<file path="src/common/ata_dev_map.vh">
/*
 Constants for the device-side parallel disk port: register addresses,
 control bit positions, timing figures and reset values.
 Assumes a 200 MHz core clock; included by its bare name.
*/
`ifndef ATA_DEV_MAP_VH
`define ATA_DEV_MAP_VH

// Core clock rate
`define CLK_MHZ 200

// Register addresses {cs1 selected, da[2:0]}
`define ADDR_DEV_HEAD 4'h6
`define ADDR_STAT_CMD 4'h7
`define ADDR_DEV_CTRL 4'he
`define ADDR_ALT_STAT 4'he

// Field positions
`define DEVHEAD_DEV_BIT 4
`define DEVCTRL_SRST_BIT 2
`define DEVCTRL_NIEN_BIT 1

// Reset values
`define DEV_SEL_RST 1'b0
`define NIEN_RST 1'b0
`define SRST_RST 1'b0
`define WORD_RST 16'h0000
`define ADDR_RST 4'h0

// Data-in strobe half period, least time, ns
`define DSTROBE_HALF_NS 30
`define DSTROBE_HALF_CYC (((`DSTROBE_HALF_NS * `CLK_MHZ) + 999) / 1000)
`define HALF_CNT_W 4

// Presence phase of the shared activity line, in cycles
`define DASP_PRESENCE_CYC 32'd1000000

// Burst states: idle, data-in, data-out
`define BST_IDLE 2'h0
`define BST_IN 2'h1
`define BST_OUT 2'h2

`endif

</file>
<file path="src/core/ata_device_host_signals.v">
/*
 Device end of a parallel disk interface: register strobe decode, interrupt
 line control, double-edge DMA bursts in both directions, and the
 diagnostics, cable and activity sideband lines.
 Assumes every host pin arrives asynchronously and is synchronised here;
 the drive logic behind the user-side ports runs on clk.
*/
`include "ata_dev_map.vh"

// Function
// RULE1 - Host read strobe makes device drive data
// RULE2 - Host ready line permits data-in words
// RULE3 - Host ready negated halts data-in transfers
// RULE4 - Capture data on both host strobe edges
// RULE5 - Missing host strobe edges mean pause
// RULE6 - Hardware or software reset clears interrupt
// RULE7 - Command write or status read clears interrupt
// RULE8 - Sector transfer completion clears interrupt
// RULE9 - Interrupt line floats unselected or disabled
// RULE10 - First chip select addresses command block
// RULE11 - Second chip select addresses control block
// RULE12 - Three address lines decoded with selects
// RULE13 - Diagnostics line: master input, slave output
// RULE14 - Slave asserts diagnostics line when done
// RULE15 - Cable line tells 80 or 40 conductors
// RULE16 - Activity line multiplexes presence and activity
// RULE17 - Host stop ends the burst
// RULE18 - Device makes data-in strobe, pauses by withholding
// RULE19 - Device ready asserted when data accepted
// RULE20 - Request raised when ready, dropped on acknowledge
// RULE21 - Data bus driven only when reading
module ata_device_host_signals #(
   parameter [31:0] PRESENCE_CYCLES = `DASP_PRESENCE_CYC
) (
   input wire clk,
   input wire rst,
   input wire reset_n,
   input wire csel_n,
   input wire cs0_n,
   input wire cs1_n,
   input wire [2:0] da,
   input wire dior_n,
   input wire diow_n,
   input wire dmack_n,
   input wire stop,
   input wire hdmardy_n,
   input wire hstrobe,
   input wire [15:0] dd_in,
   output reg [15:0] dd_out,
   output reg dd_oe_n,
   output reg intrq_out,
   output reg intrq_oe_n,
   output reg dmarq,
   output reg ddmardy_n,
   output reg dstrobe,
   input wire pdiag_in,
   output reg pdiag_out,
   output reg pdiag_oe_n,
   input wire cblid_in,
   output reg dasp_out,
   output reg dasp_oe_n,
   input wire [15:0] rd_data,
   output reg [3:0] acc_addr,
   output reg rd_pulse,
   output reg wr_pulse,
   output reg [15:0] wr_data,
   output reg soft_reset,
   output reg is_slave,
   output reg cable_80,
   output reg slave_passed,
   input wire irq_set,
   input wire sector_done,
   input wire diag_done,
   input wire drive_active,
   input wire dma_ready,
   input wire dma_dir_in,
   input wire [15:0] tx_data,
   input wire tx_valid,
   output reg tx_take,
   output reg [15:0] rx_data,
   output reg rx_valid,
   input wire rx_ready,
   output reg burst_end
);

   // Register decode: bit 4 valid, bits 3:0 {control block, da}
   function [4:0] reg_decode;
      input c0_n;
      input c1_n;
      input [2:0] a;
      begin
         reg_decode = {(c0_n ^ c1_n), ~c1_n, a}; // [RULE10] [RULE11] [RULE12]
      end
   endfunction

   // Two-flop synchronisers; bit order below
   localparam SW = 12;
   wire [SW-1:0] pin_raw;
   reg [SW-1:0] s1_reg;
   reg [SW-1:0] s2_reg;
   reg [SW-1:0] s3_reg;
   reg [15:0] d1_reg;
   reg [15:0] d2_reg;
   assign pin_raw = {reset_n, csel_n, cs0_n, cs1_n, da, dior_n, diow_n, dmack_n, stop,
      hdmardy_n};
   reg [2:0] sb1_reg;
   reg [2:0] sb2_reg;
   reg hs3_reg;

   always @(posedge clk or posedge rst) begin
      if (rst) begin
         s1_reg <= {SW{1'b1}};
         s2_reg <= {SW{1'b1}};
         s3_reg <= {SW{1'b1}};
         d1_reg <= `WORD_RST;
         d2_reg <= `WORD_RST;
         sb1_reg <= 3'h7;
         sb2_reg <= 3'h7;
         hs3_reg <= 1'b1;
      end else begin
         s1_reg <= pin_raw;
         s2_reg <= s1_reg;
         s3_reg <= s2_reg;
         d1_reg <= dd_in;
         d2_reg <= d1_reg;
         sb1_reg <= {hstrobe, pdiag_in, cblid_in};
         sb2_reg <= sb1_reg;
         hs3_reg <= sb2_reg[2];
      end
   end

   wire hw_rst_s = ~s2_reg[11];
   wire csel_s = s2_reg[10];
   wire [4:0] dec_s = reg_decode(s2_reg[9], s2_reg[8], s2_reg[7:5]);
   wire dior_s = s2_reg[4];
   wire dior_fall = s3_reg[4] & ~s2_reg[4];
   wire diow_rise = ~s3_reg[3] & s2_reg[3];
   wire dmack_s = s2_reg[2];
   wire stop_s = s2_reg[1];
   wire hdmardy_s = s2_reg[0];
   wire hs_edge = sb2_reg[2] ^ hs3_reg;
   wire pio_ok = dec_s[4] & dmack_s;
   wire rd_evt = dior_fall & pio_ok; // [RULE1]
   wire wr_evt = diow_rise & pio_ok;

   // Task file bits the port itself needs
   reg dev_sel_reg;
   reg nien_reg;
   reg srst_reg;
   always @(posedge clk or posedge rst) begin
      if (rst) begin
         dev_sel_reg <= `DEV_SEL_RST;
         nien_reg <= `NIEN_RST;
         srst_reg <= `SRST_RST;
      end else if (hw_rst_s) begin
         dev_sel_reg <= `DEV_SEL_RST;
         nien_reg <= `NIEN_RST;
         srst_reg <= `SRST_RST;
      end else if (wr_evt && dec_s[3:0] == `ADDR_DEV_HEAD) begin
         dev_sel_reg <= d2_reg[`DEVHEAD_DEV_BIT];
      end else if (wr_evt && dec_s[3:0] == `ADDR_DEV_CTRL) begin
         srst_reg <= d2_reg[`DEVCTRL_SRST_BIT];
         nien_reg <= d2_reg[`DEVCTRL_NIEN_BIT];
      end
   end

   // Interrupt pending; a new event wins over any clear
   reg pend_reg;
   // Device select bit 0 names the master, whose strap is low
   wire selected = (dev_sel_reg == csel_s);
   wire int_clr = hw_rst_s | srst_reg // [RULE6]
      | (wr_evt && dec_s[3:0] == `ADDR_STAT_CMD) // [RULE7]
      | (rd_evt && dec_s[3:0] == `ADDR_STAT_CMD) // [RULE7]
      | sector_done; // [RULE8]
   always @(posedge clk or posedge rst) begin
      if (rst) begin
         pend_reg <= 1'b0;
      end else if (irq_set) begin
         pend_reg <= 1'b1;
      end else if (int_clr) begin
         pend_reg <= 1'b0;
      end
   end

   // Burst engine
   reg [1:0] bst_reg;
   reg [1:0] bst_next;
   reg [`HALF_CNT_W-1:0] half_reg;
   wire in_burst = (bst_reg == `BST_IN);
   wire out_burst = (bst_reg == `BST_OUT);
   localparam [31:0] HALF_LAST = `DSTROBE_HALF_CYC - 1;
   wire half_done = (half_reg == HALF_LAST[`HALF_CNT_W-1:0]);
   wire in_step = in_burst & ~hdmardy_s & ~stop_s & tx_valid & half_done; // [RULE2] [RULE3]

   always @* begin
      bst_next = bst_reg;
      case (bst_reg)
         `BST_IDLE: begin
            if (~dmack_s && ~stop_s && dmarq) begin
               bst_next = dma_dir_in ? `BST_IN : `BST_OUT;
            end
         end
         `BST_IN, `BST_OUT: begin
            if (stop_s || dmack_s) begin
               bst_next = `BST_IDLE; // [RULE17]
            end
         end
         default: bst_next = `BST_IDLE;
      endcase
   end

   always @(posedge clk or posedge rst) begin
      if (rst) begin
         bst_reg <= `BST_IDLE;
         half_reg <= {`HALF_CNT_W{1'b0}};
      end else if (hw_rst_s || srst_reg) begin
         bst_reg <= `BST_IDLE;
         half_reg <= {`HALF_CNT_W{1'b0}};
      end else begin
         bst_reg <= bst_next;
         if (!in_burst || half_done) begin
            half_reg <= {`HALF_CNT_W{1'b0}};
         end else begin
            half_reg <= half_reg + 1'b1;
         end
      end
   end

   // Sideband activity phase counter
   reg [31:0] phase_reg;
   wire presence_phase = (phase_reg != PRESENCE_CYCLES);
   always @(posedge clk or posedge rst) begin
      if (rst) begin
         phase_reg <= 32'h0;
      end else if (hw_rst_s) begin
         phase_reg <= 32'h0;
      end else if (presence_phase) begin
         phase_reg <= phase_reg + 32'h1;
      end
   end

   // Output flops
   always @(posedge clk or posedge rst) begin
      if (rst) begin
         dd_out <= `WORD_RST;
         dd_oe_n <= 1'b1;
         intrq_out <= 1'b0;
         intrq_oe_n <= 1'b1;
         dmarq <= 1'b0;
         ddmardy_n <= 1'b1;
         dstrobe <= 1'b0;
         pdiag_out <= 1'b1;
         pdiag_oe_n <= 1'b1;
         dasp_out <= 1'b1;
         dasp_oe_n <= 1'b1;
         acc_addr <= `ADDR_RST;
         rd_pulse <= 1'b0;
         wr_pulse <= 1'b0;
         wr_data <= `WORD_RST;
         soft_reset <= 1'b0;
         is_slave <= 1'b0;
         cable_80 <= 1'b0;
         slave_passed <= 1'b0;
         tx_take <= 1'b0;
         rx_data <= `WORD_RST;
         rx_valid <= 1'b0;
         burst_end <= 1'b0;
      end else begin
         if (in_step) begin
            dd_out <= tx_data;
         end else if (!in_burst) begin
            dd_out <= rd_data;
         end
         dd_oe_n <= ~((~dior_s & pio_ok) | in_burst); // [RULE21] [RULE1]
         intrq_out <= pend_reg & ~int_clr;
         intrq_oe_n <= ~(selected & ~nien_reg); // [RULE9]
         if (bst_reg == `BST_IDLE && !dmack_s) begin
            dmarq <= 1'b0; // [RULE20]
         end else if (bst_reg == `BST_IDLE) begin
            dmarq <= dma_ready & ~hw_rst_s & ~srst_reg; // [RULE20]
         end else begin
            dmarq <= 1'b0;
         end
         ddmardy_n <= ~(out_burst & rx_ready & ~stop_s); // [RULE19]
         if (in_step) begin
            dstrobe <= ~dstrobe; // [RULE18]
         end else if (bst_reg == `BST_IDLE) begin
            dstrobe <= 1'b0;
         end
         tx_take <= in_step;
         rx_valid <= out_burst & hs_edge; // [RULE4] [RULE5]
         if (out_burst && hs_edge) begin
            rx_data <= d2_reg; // [RULE4]
         end
         burst_end <= (bst_reg != `BST_IDLE) & (bst_next == `BST_IDLE); // [RULE17]
         pdiag_out <= 1'b0;
         pdiag_oe_n <= ~(csel_s & diag_done & ~hw_rst_s); // [RULE13] [RULE14]
         slave_passed <= ~csel_s & ~sb2_reg[1]; // [RULE13]
         cable_80 <= ~sb2_reg[0]; // [RULE15]
         dasp_out <= 1'b0;
         if (presence_phase) begin
            dasp_oe_n <= ~csel_s; // [RULE16]
         end else begin
            dasp_oe_n <= ~drive_active; // [RULE16]
         end
         acc_addr <= dec_s[3:0];
         rd_pulse <= rd_evt;
         wr_pulse <= wr_evt;
         if (wr_evt) begin
            wr_data <= d2_reg;
         end
         soft_reset <= srst_reg | hw_rst_s;
         is_slave <= csel_s;
      end
   end

endmodule // ata_device_host_signals

</file>
<file path="config.mk">
export PLATFORM = sky130hd
export DESIGN_NAME = ata_device_host_signals
export DESIGN_NICKNAME = d
export VERILOG_FILES = /design/src/core/ata_device_host_signals.v
export VERILOG_INCLUDE_DIRS = /design/src /design/src/common
export SDC_FILE = /design/constraint.sdc
export NUM_CORES = 1
export LEC_CHECK = 0
export ABC_AREA = 0
export BUFFER_PORTS_ARGS = -buffer_cell sky130_fd_sc_hd__buf_2
export CAP_MARGIN = 40
export CELL_PAD_IN_SITES_DETAIL_PLACEMENT = 0
export CELL_PAD_IN_SITES_GLOBAL_PLACEMENT = 1
export CORE_AREA = 10 10 142 144
export CTS_CLUSTER_SIZE = 16
export DETAILED_ROUTE_END_ITERATION = 8
export DIE_AREA = 0 0 152 154
export PLACE_DENSITY = 0.84
export SETUP_SLACK_MARGIN = 0.02
export SYNTH_ARGS = -nofsm -noshare
export SYNTH_HDL_FRONTEND = slang
export SYNTH_SLANG_ARGS = --single-unit
</file>
<file path="constraint.sdc">
create_clock -name clk -period 5.75 [get_ports clk]
set_input_delay 1.4375 -clock clk [delete_from_list [all_inputs] [get_ports clk]]
set_output_delay 1.4375 -clock clk [all_outputs]
set_load 0.01 [all_outputs]
</file>
## After elaboration in Yosys (flattened, before gate mapping)

Cells that the tools add are included.
W data, S select, Z words.

- Add/sub/neg operators: 2
- Multipliers: 0
- Div/mod/pow operators: 0
- Magnitude comparators: 0
- Equal/unequal tests: 13
- Shifts and indexed selects: 0
- Muxes and demuxes: 26
- Bitwise gates (word level): 47
- Reduce and logical (&&, ||, !) cells: 20

Operator list:

| cell | count |
|---|---|
| $mux W32 | 2 |
| $add A32 B1 Y32 const B | 1 |
| $mux W16 | 2 |
| $ne A32 B20 Y1 const B | 1 |
| $and A1 B1 Y1 | 21 |
| $not A1 Y1 | 19 |
| $mux W1 | 15 |
| $eq A4 B3 Y1 const B | 3 |
| $logic_and A1 B1 Y1 | 8 |
| $mux W2 | 4 |
| $mux W4 | 2 |
| $ne A2 B1 Y1 const B | 4 |
| $reduce_bool A2 Y1 | 3 |
| $or A1 B1 Y1 | 5 |
| $add A4 B1 Y4 const B | 1 |
| $eq A4 B4 Y1 const B | 1 |
| $logic_not A2 Y1 | 2 |
| $pmux W2 S2 | 1 |
| $logic_or A1 B1 Y1 | 3 |
| $eq A2 B1 Y1 const B | 1 |
| $eq A2 B2 Y1 const B | 1 |
| $logic_not A1 Y1 | 2 |
| $ne A2 B2 Y1 const B | 1 |
| $reduce_and A2 Y1 | 1 |
| 3 further kinds | 4 |

- Flip-flop bits (word level): 180
- Latch bits: 0
- Bits in writable memories: 0
- Memory bits (read-only): 0
- Input bits: 73
- Output and inout port bits: 71
- Logic and storage cells: 145
- Memories: 0

## Longest topological paths before layout

Gate-level depths: netlist (run 1).

- Depth after elaboration: 9
- Mapped depth: 8
- Depth with buffers taken out: 6

## Least setup slack after synthesis (run 1)

OpenSTA, ideal clock, no wires.

- Path type: in2reg
- Start: input tx_valid
- End: register dd_out[0]
- Library setup time: 0.126 ns
- Arrival time: 2.610 ns
- Data required time: 5.624 ns
- Path slack: 3.014 ns
- Cell stages on the path: 6
- Buffers on the path: 2
- Path through: nand4bb_1 > nor2_1 > nor2b_1 > clkbuf_1 > clkbuf_1 > a221o_1

- Word-level cells in the longest chain between the ends: 3
- Elaborated cells on any way between the ends: 4
- Those cells by class: 1 x eq/ne; 1 x mux; 2 x bitwise

RTL lines:

| what | line | source |
|---|---|---|
| start, declared | ata_device_host_signals.v:78 | `input wire tx_valid,` |
| $and A1 B1 Y1 * (2 in a row) | ata_device_host_signals.v:193 | `wire in_step = in_burst & ~hdmardy_s & ~stop_s & tx_valid & half_done;` |
| $ne A2 B1 Y1 (no line) or $mux W16 (tied branches) | n/a |  |
| end signal, assigned | ata_device_host_signals.v:245 | `` dd_out <= `WORD_RST; `` |
| end signal, assigned | ata_device_host_signals.v:270 | `dd_out <= tx_data;` |
| end signal, assigned | ata_device_host_signals.v:272 | `dd_out <= rd_data;` |
| end, declared | ata_device_host_signals.v:49 | `output reg [15:0] dd_out,` |

Mark *: on every way between the ends. The rest lies on a longest branch, timed or not.
A chain may end at the register's enable or synchronous reset.

## Worst setup path after layout (run 1)

- Start: register dasp_out
- End: output dasp_out

RTL lines:

| what | line | source |
|---|---|---|
| start, declared | ata_device_host_signals.v:60 | `output reg dasp_out,` |
| start signal, assigned | ata_device_host_signals.v:254 | `dasp_out <= 1'b1;` |
| start signal, assigned | ata_device_host_signals.v:300 | `dasp_out <= 1'b0;` |

No word-level cell between the ends.

==> results of run 1 <==
## routing by layer
layer  global-route usage  routed length, um  share of wire  vias to the layer above
met2               0.2075               7186           0.49                      126
met4              0.05640                296          0.020                        4
met1               0.1445               6029           0.41                     2204
met3              0.04937               1051          0.072                       25
met5                    0                 29         0.0020                        -
li1                     -                  -              -                     2036
## worst max-delay path by stage
| stage | from | to | depth (start not counted) |
|---|---|---|---|
| after floorplan | rst | acc_addr[0] | 1 |
| after global routing | bst_reg[1] | dd_out[15] | 8 |
| final | dasp_out | dasp_out | 1 |
| after detailed placement | tx_valid | dd_out[15] | 7 |
| after CTS | dasp_out | pdiag_out | 1 |
| after global placement | tx_valid | dd_out[11] | 6 |
## cells by family after synthesis
logic type,Yosys count,synth area share
compound gates,57,0.06130
xor+xnor,14,0.01854
fa+ha+maj,8,0.01513
buf+inv,33,0.01986
flops,177,0.6771
mux,44,0.07265
other cells,1,0.0005670
simple gates,151,0.1349
## power by group
part | switching [mW] | internal [mW]
sequential | 0.0461 | 1.34
clock | 0.490 | 0.745
combinational | 0.122 | 0.110
total | 0.659 | 2.20
## metrics by stage
step	area [um2]	util	power, mW	hold slack, ns
after global placement	7582	0.4414	1.637	0.3333
after CTS	8249	0.4803	2.898	0.3485
after floorplan	6618	-	1.521	0.3312
after detailed placement	7605	0.4427	1.649	0.3355
final	8249	0.4803	2.856	0.3500
after global routing	8249	0.4803	2.976	0.3527
## cells in the final DEF (no fill, tap or decap), types with 2 or more instances in the layout
master,n
a21oi_1,19
a221o_1,16
and2_1,2
and3_1,3
and4_1,5
buf_2,143
buf_4,3
bufinv_16,3
clkbuf_16,19
clkinv_2,2
clkinvlp_4,2
dfrtp_1,138
dfstp_2,39
ha_1,8
inv_1,16
inv_6,3
inv_8,2
mux2_2,32
mux2i_1,12
nand2_1,29
nand2b_1,9
nand3_1,12
nand3b_1,2
nand4_1,8
nand4b_1,3
nor2_1,18
nor2b_1,17
nor3_1,5
nor4_1,11
nor4b_1,3
o21ai_0,8
o31ai_1,8
o41ai_1,2
or3_1,7
or4_1,9
xnor2_1,6
xor2_1,8
## layout make-up
cell class	instances	area, um2	share of cell area
clock buffer	20	479.2	0.05809
clock inverter	12	165.2	0.02002
inverter	17	67.56	0.008191
multi-input combinational	275	2004	0.2430
sequential	177	4478	0.5428
tap	225	281.5	0.03413
timing repair buffer	148	773.2	0.09374
==> flow_summary.toml, run 1 <==
[clock_network]
cts_tree = "done"
cts_root_buffer = "clkbuf_16"
clock_sinks = 177
cts_setup_buffers = 0
cts-hold-fix-buffers = 0
clock_latency_ns = 0.43
ctsHtreeMaxLevel = 4
numCtsBuffers = 17
clkTransAtPathRegs_ns = 0.07
cts_resized = 0
cts_buffer_depth = 2

[yosys]
synth_top_area_cell = "dfrtp_1"
synth_top_area_share = 0.5221
syn_area_um2 = 6614
async_reset_ff_frac = 1.000
synth_seq_area_share = 0.6771
synth_nets = 566
synth.most_common_cell = "dfrtp_1"
ys_warn_count = 0
syn_avg_cell_area_um2 = 13.64
synthFlopType = "dfrtp_1"
synth_common_cells = "138 x dfrtp_1, 39 x dfstp_2, 32 x mux2_2"
synth_seq_cells = 177
synth_cell_types = 45
yosys-top-cells-area = "dfrtp_1 52%, dfstp_2 15%, mux2_2 5.4%"
synth-edff-count = 0
synth_cells = 485

[grt]
grt_max_degree = 178
grt_pass1_wl_mm = 24.29
grt_usage = 0.1269
grt_pass1_vias = 4736
grt.overflow.total = 0
antenna_found_initial = 2

[critical_path]
worstReg2RegEnd = "dd_out[15]"
slowest_delay_ns = 0.53
path_buf_inv = 1
cp-end-kind = "output pin"
cp_top_family = "flip-flops"
criticalPathCategory = "reg -> out"
ff2ff_path_depth = 8
r2r_start = "bst_reg[1]"
slowest_stage = "dfstp_2"
crit_chain = "buf_2"
arrival_ns = 1.08
rrSetupSlack_ns = 3.33
required_ns = 4.31
crit_fanout = 2
cp-start-kind = "flip-flop"

[floorplanning]
initial_core_util = 0.3851
rows = 48
fp.dieH_um = 154
die_w_um = 152
core_um2 = 17180
io_pins = 144
dieArea_um2 = 23410

[timing]
slew_viol_final = 0
fmax_mhz = 397.1
fin_crit_sh = 0.4380
setup_tns_ns = 0
fin_skew_ns = 0.01298
rsz0062_at_grt = "false"
slew-limit-headroom = 0.3458
hold_viol_final = 0
worst_pin_slew_ns = 0.9814
min_period_ns = 2.518
setup_viol = 0
setup_ws_ns = 3.232

[pwr]
vdd_ir_drop_max_mv = 0.2493
power_density_nw_per_um2 = 346.2
p_leak_nw = 3.805

[placement]
place_inst = 842
gp_congestion = 0.8053
dp_hpwl_mm = 10.54
io_buffer_count = 143
dp_slack_ns = 3.026

[drt]
first_pass_iters = 4
ant_nets = 0
vias = 4395
drc = 0
wl_per_cell_um = 16.70
drtIter0Drc = 200
wl_mm = 14.59
via_per_inst = 5.029

[run_status]
status = "finished clean"

[cells_and_area]
area_growth_pct = 24.73
fin_cells = 874
drive_above_1_share = 0.3945
antenna_cells = 0
nNetsFinal = 717
fill_cells = 1544
largest_register_ffs = 32

[hold_path]
min_from = "d1_reg[8]"
hold_class = "reg -> reg"
whs_path_depth = 0
whs_endpoint = "d2_reg[8]"

[job]
maxCapViolations = 0
Note: power is estimated with default switching activity, not from simulation.
==> run 2: changes to the inputs <==
CORE_AREA = 10 10 136 138   (was 10 10 142 144)
DIE_AREA = 0 0 146 148   (was 0 0 152 154)
PLACE_DENSITY = 0.87   (was 0.84)
clock period = 2.56 ns   (was 5.75 ns; I/O delays follow)
==> run 2 against run 1 <==
- cell count decreased by 0.23%
- first-iteration DRC count decreased by 5.0%
- register-to-register slack got worse by 2.9 ns
- worst setup slack got worse by 2.8 ns
- clock power increased by 110%
- global-route usage increased by 1.3 points
- flip-flop and latch count unchanged
- power increased by 120%
- critical path type is now reg -> reg
- largest cell class unchanged
==> flow_summary.toml, run 2 (synthesis results as in run 1) <==
[run_status]
status = "finished clean"

[pwr]
power_density_nw_per_um2 = 752.6
p_seq_frac = 0.501
power_mw = 6.230
power.net_switching_mw = 1.565
power.clock.fraction = 0.412
vdd_ir_drop_max_mv = 0.5029
p_comb_frac = 0.087
p_leak_nw = 3.823
swShare = 0.2513
internal_power_mw = 4.664

[cells_and_area]
antenna_cells = 0
drive_above_1_share = 0.4024
final_common_cell = "buf_2"
nNetsFinal = 724
area_growth_pct = 25.16
largest_register_ffs = 32
finalInstanceArea_um2 = 8278
fin_cells = 872
layout_common_cells = "143 x buf_2, 138 x dfrtp_1, 39 x dfstp_2"

[drt]
ant_nets = 0
drtIter0Drc = 190
first_pass_iters = 4
drc = 0
wl_per_cell_um = 16.95
via_per_inst = 5.040
wl_mm = 14.78
vias = 4395

[critical_path]
slowest_delay_ns = 0.62
cp_top_family = "simple AND/OR/NAND/NOR gates"
arrival_ns = 2.48
path_buf_inv = 0
slowest_stage = "or4_1"
cp-end-kind = "flip-flop"
rrSetupSlack_ns = 0.42
ff2ff_path_depth = 5
cp-start-kind = "flip-flop"
r2r_start = "phase_reg[0]"
crit_fanout = 13
criticalPathCategory = "reg -> reg"
worstReg2RegEnd = "phase_reg[24]"
required_ns = 2.90
crit_chain = "ha_1 -> and4_1 -> nand3_1 -> or4_1 -> a21oi_1"

[job]
maxCapViolations = 0

[placement]
dp_hpwl_mm = 10.76
place_inst = 840
gp_congestion = 0.8242
dpl-instance-area_um2 = 7676
io_buffer_count = 143

[clock_network]
cts_buffer_depth = 2
cts_root_buffer = "clkbuf_16"
cts_setup_buffers = 0
cts_resized = 0
clock_latency_ns = 0.43
cts-hold-fix-buffers = 0
numCtsBuffers = 17
clkTransAtPathRegs_ns = 0.07
cts_tree = "done"
ctsHtreeMaxLevel = 4
clock_sinks = 177

[grt]
antenna_found_initial = 1
grt_usage = 0.1402
grt_max_degree = 40
grt.overflow.total = 0
grt_pass1_wl_mm = 24.38
grt_pass1_vias = 4860

[timing]
hold_viol_final = 0
min_period_ns = 2.141
fmax_mhz = 467.0
fin_crit_sh = 0.8364
slew_viol_final = 0
slew-limit-headroom = 0.4623
rsz0062_at_grt = "false"
setup_tns_ns = 0
worst_pin_slew_ns = 0.8057
fin_skew_ns = 0.01331
setup_viol = 0

[floorplanning]
rows = 46
core_um2 = 15710
dieArea_um2 = 21610
io_pins = 144
fp.dieH_um = 148
die_w_um = 146
initial_core_util = 0.4209

[hold_path]
hold_class = "in -> async"
[run 2: cell types whose count changed in the layout (fill, tap and decap cells not counted), sizes merged]
cell      previous run  this run
buf                148       155
clkinv               3         7
clkbuf              20        17
bufinv               3         1
clkinvlp             2         3
[run 2: worst max path at each step]
stage	start	to	cells after the start
after CTS	phase_reg[0]	phase_reg[24]	5
after floorplan	rst	acc_addr[0]	1
after detailed placement	phase_reg[2]	phase_reg[25]	4
after global routing	phase_reg[0]	phase_reg[24]	5
after global placement	bst_reg[1]	dd_out[13]	5
final	phase_reg[0]	phase_reg[24]	5
[run 2: final cells by class]
cell class	instances	area, um2
clock buffers	17	425.4
clock inverters	15	176.4
fillers	1349	7435
inverters	17	67.56
multi-input cells	275	2004
flip-flops and latches	177	4478
well taps	216	270.3
repair buffers	155	855.8
[run 2: power by group through the flow]
stage | logic [mW] | registers (mW) | clock network (mW)
2_1_floorplan | 0.204 | 3.21 | 0
3_3_place_gp | 0.537 | 3.16 | 0
3_5_place_dp | 0.555 | 3.16 | 0
4_1_cts | 0.560 | 3.12 | 2.64
5_1_grt | 0.604 | 3.14 | 2.75
6_report | 0.542 | 3.12 | 2.57
[run 2: metal layers]
layer  track usage  wire (um)  vias up
li1              -          -     2041
met1        0.1541       5989     2207
met2        0.2299       7239      122
met3       0.06746       1310       23
met4       0.05656        229        2
met5             0         13        -
[run 2: per-stage QoR]
| step | hold slack, ns | util | setup WS, ns |
|---|---|---|---|
| 3_5_place_dp | 0.3355 | 0.4885 | 0.4577 |
| 6_report | 0.3033 | 0.5268 | 0.4187 |
| 5_1_grt | 0.2826 | 0.5268 | 0.2250 |
| 3_3_place_gp | 0.3322 | 0.4881 | 0.4744 |
| 2_1_floorplan | 0.3312 | - | -0.3148 |
| 4_1_cts | 0.2872 | 0.5268 | 0.4258 |
